File: src/verilog/dhlc_cfg.svh
`ifndef DHLC_CFG_SVH
`define DHLC_CFG_SVH
// register byte offsets
`define DHLC_OFS_SRC1 8'h00
`define DHLC_OFS_ON1 8'h04
`define DHLC_OFS_OFF1 8'h08
`define DHLC_OFS_SRC2 8'h0C
`define DHLC_OFS_ON2 8'h10
`define DHLC_OFS_OFF2 8'h14
`define DHLC_OFS_ROUTE 8'h18
`define DHLC_OFS_STATUS 8'h1C
// reset values
`define DHLC_SRC_RST 5'h02
`define DHLC_ON_RST 16'h0064
`define DHLC_OFF_RST 16'h005A
`define DHLC_ROUTE_RST 8'h00
// limits, percent, two's complement
`define DHLC_LVL_MAX 16'h00FA
`define DHLC_LVL_MIN 16'hFF06
`define DHLC_SRC_LAST 5'h12
`define DHLC_SRC_NULL 5'h00
`define DHLC_SRC_FULL 5'h01
`define DHLC_RD_ERR 32'hDEADBEEF
`endif

File: src/verilog/dhlc_pkg.sv
package dhlc_pkg;
    typedef logic signed [15:0] dhlc_level_t;
    typedef logic [4:0] dhlc_src_t;
    // relay route code per relay: 0 none, 1 first comparator, 2 second comparator
    typedef enum logic [1:0] {
        DHLC_ROUTE_NONE = 2'h0,
        DHLC_ROUTE_CMP1 = 2'h1,
        DHLC_ROUTE_CMP2 = 2'h2
    } dhlc_route_e;
    typedef enum logic [1:0] {
        DHLC_BUS_IDLE = 2'h1,
        DHLC_BUS_ACK = 2'h2
    } dhlc_bus_e;
endpackage : dhlc_pkg

File: src/verilog/dhlc_cmp.sv
`timescale 1ns/1ps
`include "dhlc_cfg.svh"
module dhlc_cmp
    import dhlc_pkg::*;
(
    // clock and reset
    input wire logic core_clk,
    input wire logic rst_n,
    // selected level and thresholds
    input wire dhlc_level_t level,
    input wire dhlc_level_t on_level,
    input wire dhlc_level_t off_level,
    // result
    output logic cmp_out
);
    logic out_reg;
    logic out_next;

    always_comb begin
        out_next = out_reg;
        if (level >= on_level) begin
            out_next = 1'b1;
        end else if (level <= off_level) begin
            out_next = 1'b0;
        end
    end

    always_ff @(posedge core_clk or negedge rst_n) begin
        if (!rst_n) begin
            out_reg <= 1'b0;
        end else begin
            out_reg <= out_next;
        end
    end

    assign cmp_out = out_reg;

    AST_CMP_ON: assert property (@(posedge core_clk) disable iff (!rst_n)
        (level >= on_level) |=> cmp_out)
        else $error("comparator failed to switch on");
    AST_CMP_OFF: assert property (@(posedge core_clk) disable iff (!rst_n)
        (level <= off_level && level < on_level) |=> !cmp_out)
        else $error("comparator failed to switch off");
    AST_CMP_HOLD: assert property (@(posedge core_clk) disable iff (!rst_n)
        (level < on_level && level > off_level) |=> (cmp_out == $past(cmp_out)))
        else $error("comparator changed inside hysteresis band");
endmodule : dhlc_cmp

File: src/verilog/dhlc_top.sv
`timescale 1ns/1ps
`include "dhlc_cfg.svh"
// How it works
// - two comparators each have their own source select taking codes 0 through 18.
// - code 0 gives a fixed minimum, code 1 a fixed full scale, codes 2 to 18 the internal quantities.
// - both source selects reset to code 2, output current.
// - each on threshold is held between its off threshold and +250 percent, reset 100.
// - each off threshold is held between -250 percent and its on threshold, reset 90.
// - an output turns on at or above its on threshold, off at or below its off threshold, else holds.
// - a relay follows a comparator only when its route selects that comparator.
module dhlc_top
    import dhlc_pkg::*;
#(
    parameter int NUM_RELAYS = 2,
    parameter int NUM_SRC = 19
) (
    // clock and reset
    input wire logic core_clk,
    input wire logic rst_n,
    // avalon-mm slave
    input wire logic [7:0] avs_address,
    input wire logic avs_read,
    input wire logic avs_write,
    input wire logic [31:0] avs_writedata,
    input wire logic [3:0] avs_byteenable,
    output logic [31:0] avs_readdata,
    output logic avs_waitrequest,
    // analogue quantities, codes 2..18 in slots 2..18, percent
    input wire logic [NUM_SRC*16-1:0] src_levels,
    // relay drive
    output logic [NUM_RELAYS-1:0] relay_out
);
    // ****************************************
    // registers
    // ****************************************
    dhlc_src_t src1_reg, src1_next, src2_reg, src2_next;
    dhlc_level_t on1_reg, on1_next, off1_reg, off1_next;
    dhlc_level_t on2_reg, on2_next, off2_reg, off2_next;
    logic [2*NUM_RELAYS-1:0] route_reg, route_next;
    logic [31:0] rdata_reg, rdata_next;
    logic [NUM_RELAYS-1:0] relay_reg, relay_next;
    dhlc_bus_e bus_reg, bus_next;
    logic cmp1_out, cmp2_out;
    logic [31:0] wval;

    // each of the low two lanes lands only when enabled and is written as zero otherwise; upper lanes carry nothing
    assign wval = {16'h0000, (avs_byteenable[1] ? avs_writedata[15:8] : 8'h00),
                   (avs_byteenable[0] ? avs_writedata[7:0] : 8'h00)};

    function automatic dhlc_level_t clip(input dhlc_level_t v, input dhlc_level_t lo, input dhlc_level_t hi);
        if (v > hi) begin
            return hi;
        end else if (v < lo) begin
            return lo;
        end
        return v;
    endfunction : clip

    function automatic dhlc_src_t src_ok(input logic [31:0] v, input dhlc_src_t old);
        // out-of-range codes are dropped so the select never points past the table
        if (v[4:0] <= `DHLC_SRC_LAST && v[31:5] == 27'h0) begin
            return v[4:0];
        end
        return old;
    endfunction : src_ok

    // ****************************************
    // bus slave
    // ****************************************
    // one wait cycle: request taken while idle, answered next cycle with waitrequest low
    assign avs_waitrequest = (avs_read || avs_write) && (bus_reg != DHLC_BUS_ACK);
    assign avs_readdata = rdata_reg;

    always_comb begin
        src1_next = src1_reg;
        src2_next = src2_reg;
        on1_next = on1_reg;
        off1_next = off1_reg;
        on2_next = on2_reg;
        off2_next = off2_reg;
        route_next = route_reg;
        rdata_next = rdata_reg;
        bus_next = DHLC_BUS_IDLE;
        case (bus_reg)
            DHLC_BUS_IDLE: begin
                if (avs_read || avs_write) begin
                    bus_next = DHLC_BUS_ACK;
                end
                if (avs_read) begin
                    case (avs_address)
                        `DHLC_OFS_SRC1: rdata_next = {27'h0, src1_reg};
                        `DHLC_OFS_ON1: rdata_next = {{16{on1_reg[15]}}, on1_reg};
                        `DHLC_OFS_OFF1: rdata_next = {{16{off1_reg[15]}}, off1_reg};
                        `DHLC_OFS_SRC2: rdata_next = {27'h0, src2_reg};
                        `DHLC_OFS_ON2: rdata_next = {{16{on2_reg[15]}}, on2_reg};
                        `DHLC_OFS_OFF2: rdata_next = {{16{off2_reg[15]}}, off2_reg};
                        `DHLC_OFS_ROUTE: rdata_next = 32'(route_reg);
                        `DHLC_OFS_STATUS: rdata_next = 32'({relay_reg, cmp2_out, cmp1_out});
                        default: rdata_next = `DHLC_RD_ERR;
                    endcase
                end
            end
            DHLC_BUS_ACK: begin
                // writes land at the answering edge, as the master samples waitrequest low
                if (avs_write) begin
                    case (avs_address)
                        `DHLC_OFS_SRC1: src1_next = src_ok(wval, src1_reg);
                        `DHLC_OFS_SRC2: src2_next = src_ok(wval, src2_reg);
                        `DHLC_OFS_ON1: on1_next = clip(wval[15:0], off1_reg, `DHLC_LVL_MAX);
                        `DHLC_OFS_ON2: on2_next = clip(wval[15:0], off2_reg, `DHLC_LVL_MAX);
                        `DHLC_OFS_OFF1: off1_next = clip(wval[15:0], `DHLC_LVL_MIN, on1_reg);
                        `DHLC_OFS_OFF2: off2_next = clip(wval[15:0], `DHLC_LVL_MIN, on2_reg);
                        `DHLC_OFS_ROUTE: route_next = wval[2*NUM_RELAYS-1:0];
                        default: ;
                    endcase
                end
            end
            default: bus_next = DHLC_BUS_IDLE;
        endcase
    end

    always_ff @(posedge core_clk or negedge rst_n) begin
        if (!rst_n) begin
            src1_reg <= `DHLC_SRC_RST;
            src2_reg <= `DHLC_SRC_RST;
            on1_reg <= `DHLC_ON_RST;
            on2_reg <= `DHLC_ON_RST;
            off1_reg <= `DHLC_OFF_RST;
            off2_reg <= `DHLC_OFF_RST;
            route_reg <= '0;
            rdata_reg <= 32'h00000000;
            bus_reg <= DHLC_BUS_IDLE;
        end else begin
            src1_reg <= src1_next;
            src2_reg <= src2_next;
            on1_reg <= on1_next;
            on2_reg <= on2_next;
            off1_reg <= off1_next;
            off2_reg <= off2_next;
            route_reg <= route_next;
            rdata_reg <= rdata_next;
            bus_reg <= bus_next;
        end
    end

    // ****************************************
    // source selection and comparators
    // ****************************************
    // the table comes in as an argument: a continuous assignment only wakes on its own operands
    function automatic dhlc_level_t pick(input dhlc_src_t s, input logic [NUM_SRC*16-1:0] lv);
        if (s == `DHLC_SRC_NULL) begin
            return `DHLC_LVL_MIN;
        end else if (s == `DHLC_SRC_FULL) begin
            return `DHLC_LVL_MAX;
        end
        return lv[16*s +: 16];
    endfunction : pick

    dhlc_level_t lvl1, lvl2;
    assign lvl1 = pick(src1_reg, src_levels);
    assign lvl2 = pick(src2_reg, src_levels);

    dhlc_cmp u_cmp1 (
        .core_clk(core_clk),
        .rst_n(rst_n),
        .level(lvl1),
        .on_level(on1_reg),
        .off_level(off1_reg),
        .cmp_out(cmp1_out)
    );
    dhlc_cmp u_cmp2 (
        .core_clk(core_clk),
        .rst_n(rst_n),
        .level(lvl2),
        .on_level(on2_reg),
        .off_level(off2_reg),
        .cmp_out(cmp2_out)
    );

    // ****************************************
    // relay routing
    // ****************************************
    always_comb begin
        relay_next = '0;
        for (int i = 0; i < NUM_RELAYS; i++) begin
            case (dhlc_route_e'(route_reg[2*i +: 2]))
                DHLC_ROUTE_CMP1: relay_next[i] = cmp1_out;
                DHLC_ROUTE_CMP2: relay_next[i] = cmp2_out;
                default: relay_next[i] = 1'b0;
            endcase
        end
    end

    always_ff @(posedge core_clk or negedge rst_n) begin
        if (!rst_n) begin
            relay_reg <= '0;
        end else begin
            relay_reg <= relay_next;
        end
    end
    assign relay_out = relay_reg;

    AST_ON_ABOVE_OFF: assert property (@(posedge core_clk) disable iff (!rst_n)
        (on1_reg >= off1_reg) && (on2_reg >= off2_reg) && (on1_reg <= dhlc_level_t'(`DHLC_LVL_MAX)))
        else $error("on threshold out of range");
    AST_OFF_RANGE: assert property (@(posedge core_clk) disable iff (!rst_n)
        (off1_reg >= dhlc_level_t'(`DHLC_LVL_MIN)) && (off2_reg >= dhlc_level_t'(`DHLC_LVL_MIN)))
        else $error("off threshold below limit");
    AST_SRC_RANGE: assert property (@(posedge core_clk) disable iff (!rst_n)
        (src1_reg <= `DHLC_SRC_LAST) && (src2_reg <= `DHLC_SRC_LAST))
        else $error("source code out of range");
    AST_NULL_SRC: assert property (@(posedge core_clk) disable iff (!rst_n)
        (src1_reg == `DHLC_SRC_NULL) |=> ##1 !cmp1_out || $past(src1_reg) != `DHLC_SRC_NULL)
        else $error("null source switched comparator on");
    AST_RST_DEFAULT: assert property (@(posedge core_clk)
        $rose(rst_n) |-> (src1_reg == `DHLC_SRC_RST) && (src2_reg == `DHLC_SRC_RST))
        else $error("source select reset value wrong");
    AST_ROUTE_NONE: assert property (@(posedge core_clk) disable iff (!rst_n)
        (route_reg[1:0] == 2'h0) |=> !relay_out[0])
        else $error("unrouted relay driven");
    AST_ROUTE_CMP1: assert property (@(posedge core_clk) disable iff (!rst_n)
        (route_reg[1:0] == 2'h1) |=> (relay_out[0] == $past(cmp1_out)))
        else $error("relay not following first comparator");
    AST_CMP_EVAL: assert property (@(posedge core_clk) disable iff (!rst_n)
        (lvl2 >= on2_reg) |=> ##1 (relay_out[1] || route_reg[3:2] != 2'h2 || $past(route_reg[3:2]) != 2'h2))
        else $error("second comparator not evaluated");
endmodule : dhlc_top

File: config.mk
export PLATFORM = sky130hd
export DESIGN_NAME = dhlc_top
export DESIGN_NICKNAME = d
export VERILOG_FILES = /design/src/verilog/dhlc_pkg.sv /design/src/verilog/dhlc_cmp.sv /design/src/verilog/dhlc_top.sv
export VERILOG_INCLUDE_DIRS = /design/src /design/src/verilog
export SDC_FILE = /design/constraint.sdc
export NUM_CORES = 1
export LEC_CHECK = 0
export BUFFER_PORTS_ARGS = -buffer_cell sky130_fd_sc_hd__buf_2
export CORE_ASPECT_RATIO = 1.25
export CORE_MARGIN = 1.5
export CORE_UTILIZATION = 50
export DETAILED_ROUTE_END_ITERATION = 6
export PLACE_DENSITY = 0.77
export SLEW_MARGIN = 20
export SYNTH_ARGS = -nofsm -noshare
export SYNTH_HDL_FRONTEND = slang
export SYNTH_SLANG_ARGS = --single-unit
File: constraint.sdc
create_clock -name core_clk -period 5.7 [get_ports core_clk]
set_clock_uncertainty 0.15 [all_clocks]
set_input_delay 0.855 -clock core_clk [delete_from_list [all_inputs] [get_ports core_clk]]
set_output_delay 0.855 -clock core_clk [all_outputs]
set_load 0.05 [all_outputs]
==> key figures <==
Outcome
  – Outcome: finished, violations left
  – Failing checks: DRC

Clock tree
  – Sink Count: 101
  – Number of H-tree levels: 3
  – Post-CTS Setup Repair Bufs: 0
  – PostCTS Resize Cnt: 0
  – Clk slew on worst S/H paths: 0.08 ns
  – Total CTS buffers: 9
  – Clk Latency, worst-skew pair: 0.36 ns
  – Clock root buffer: clkbuf_16
  – # hold bufs at CTS: 0
  – TritonCTS clock tree: done
  – Max clock buf depth: 2

Placed design
  – Placed Cells: 2090
  – Pre-CTS WS: 1.16 ns
  – Port Buffers: 366
  – Final HPWL from detailed placement: 42800 um
  – Final RePlAce weighted congestion: 1.00

Floorplan
  – Area of the die: 28400 sq um
  – Die W: 151 um
  – Core area: 26900 sq um
  – Initial Utilization: 50.9%
  – DIE HEIGHT: 188 um
  – Num ports: 387
  – # rows: 67

Worst hold path
  – WHS Endpoint: off1_reg[3]
  – Hold Startpoint: off1_reg[3]
  – Hold Path Stages: 2
  – Worst hold-check path type: flip-flop to flip-flop

STA
  – Setup TNS: 0 ns
  – RSZ-0062 raised after global routing: no
  – Worst-Margin Slew: 0.990 ns
  – Final WS setup: 1.05 ns
  – Pins over their slew limit: 0
  – Fmax: 215 MHz
  – Tcrit/Tclk final: 81.6%
  – Max_slew headroom: 32.6%
  – Finish-stage setup viols: 0
  – Final hold vios: 0
  – Period minus WS final: 4.65 ns

Power and ir drop
  – Peak supply drop: 0.000146 V
  – Power per cell area: 136 nW/um^2
  – Leak pwr: 6.80 nW

Yosys
  – Yosys warning count: 0
  – Post-Synthesis Net Count: 1959
  – Simple-gate area share of the yosys netlist: 13.7%
  – Mux contribution to synthesized area: 28.4%
  – Avg Cell Area, Syn: 9.28 sq um
  – Top FF cell, synth: dfrtp_1
  – Largest area contributor in the netlist: mux4_2
  – Most frequent cell after synthesis: ha_1
  – Mapped Area: 13700 sq um
  – Synth top area share: 21.0%
  – Synth area leaders: mux4_2 21%, dfrtp_1 15%, ha_1 12%
  – Post-synth EDFFs: 0
  – XOR/XNOR Fraction of Synth Area: 0%
  – Share of flip-flops with an asynchronous set or reset: 100%
  – Synth cell types: 71
  – Adder-cell share of the synthesized area: 11.9%
  – Largest family of logic cells by synthesized area: multiplexers
  – Mapped Cells: 1477
  – Synth cell count leaders: 130 x ha_1, 128 x mux4_2, 124 x nand2_1
  – Compound-Gate Fraction of Synth Area: 20.5%
  – Register area share after synthesis: 18.6%
  – Yosys reg bits: 101

Final layout
  – Final std cells w/o fill: 2114
  – Utilization after layout: 58.9%
  – Layout area overhead: 15.8%
  – Max reg flops: 17
  – Number of nets in the layout: 2238
  – Layout cells sized above 1: 32.6%

Global routing
  – Vias in the first global route: 14400
  – First-pass GRT wire length: 80600 um
  – Grt total ovfl: 0
  – GRT Overall Usage: 37.6%
  – Initial antenna violation count: 9
  – Largest net degree at the start of global routing: 54

Worst setup path
  – CP arrival: 4.75 ns
  – Startpoint types: flip-flop
  – CP Max Fanout: 41
  – Setup CP Type: flip-flop to flip-flop
  – Worst EP required: 5.80 ns
  – Worst reg2reg path endpoint: u_cmp2.cmp_out
  – Reg-to-reg setup timing slack: 1.05 ns
  – FF-to-FF Start: src2_reg[1]
  – CP endpoint kind: flip-flop
  – Reg2Reg Depth: 14

Drt
  – Initial detailed-routing violation count: 1614
  – Detail Route Antenna Nets: 0
  – DRT Pass-1 Iters: 7
  – Post-Route WL: 53200 um
  – Remaining DRCs: 20
  – Via Count: 14400
  – Routed WL per cell: 25.2 um
  – Vias per Instance: 6.81

Run
  – Maxcap violations: 0
==> routing by layer <==
layer / GRT usage [%] / wire length, um
met4: 18.3 / 2930
met3: 6.33 / 5480
met5: 0 / 0
met2: 63.2 / 25900
met1: 46.1 / 18900
==> report_power, final <==
group          internal, W  switching (W)  leakage (nW)
sequential        0.000752      0.0000335          1.15
clock             0.000326       0.000310         0.140
combinational     0.000299       0.000438          5.51
==> cell families (layout without fill, tap and decap cells) <==
group / count (synthesis) / in the layout
compound gates: 413 / 413
simple gates: 396 / 396
mux: 227 / 227
buf+inv: 210 / 494
fa+ha+maj: 130 / 130
flops: 101 / 101
other cells: 0 / 8
==> how the worst max path moves through the flow <==
stage / from / end / slack (ns) / depth (start not counted)
final: src2_reg[1] / u_cmp2.cmp_out / 1.05 / 14
after CTS: src2_reg[0] / u_cmp2.cmp_out / 1.14 / 12
after global routing: src1_reg[0] / u_cmp1.cmp_out / 0.79 / 12
after floorplan: avs_byteenable[1] / off1_reg[10] / 2.14 / 12
after global placement: src2_reg[0] / u_cmp2.cmp_out / 1.21 / 12
after detailed placement: src2_reg[0] / u_cmp2.cmp_out / 1.16 / 12
==> through the flow <==
| step | cell area (sq um) | total power (W) | hold slack [ns] |
|---|---|---|---|
| 2_1_floorplan | 13700 | 0.00124 | 0.294 |
| 3_3_place_gp | 15500 | 0.00150 | 0.301 |
| 3_5_place_dp | 15500 | 0.00152 | 0.311 |
| 4_1_cts | 15800 | 0.00214 | 0.320 |
| 5_1_grt | 15900 | 0.00224 | 0.333 |
| 6_report | 15900 | 0.00216 | 0.319 |
==> cell type report <==
| cell class | count | area (sq um) |
|---|---|---|
| multi-input cells | 1166 | 10200 |
| flip-flops and latches | 101 | 2570 |
| diodes | 8 | 20.0 |
| fillers | 2383 | 11000 |
| repair buffers | 388 | 2000 |
| well taps | 345 | 432 |
| inverters | 90 | 338 |
| clock inverters | 5 | 43.8 |
| clock buffers | 11 | 253 |
==> worst max-delay path, cell delays in order (launching register included) <==
cell and delay (ns):
dfstp_4 0.97, nor2b_1 0.33, a22o_1 0.31, a222oi_1 0.67, nor2_1 0.11, a31oi_1 0.22
o22ai_1 0.14, ha_1 0.34, nand4_1 0.09, or2_2 0.32, a21oi_1 0.24, o211ai_1 0.19
a21oi_1 0.16, a41oi_1 0.07, a41o_1 0.22
==> layout by cell type (no fill, tap or decap), types with 11 or more instances in the layout <==
cell / instances
mux4_2: 128
buf_4: 23
nand4_1: 30
dfstp_2: 15
a22o_1: 20
nand3_1: 16
and2_1: 11
a22oi_1: 17
dfrtp_1: 80
o22ai_1: 48
mux2i_1: 96
nor2_1: 120
a222oi_1: 29
o21ai_0: 58
o2111ai_1: 18
a21oi_1: 72
a21o_1: 20
buf_2: 365
inv_1: 88
nand2b_1: 26
nor2b_1: 26
ha_1: 130
a31oi_1: 35
o211ai_1: 17
o21ai_1: 23
nand2_1: 123
Note: power is estimated with default switching activity, not from simulation.
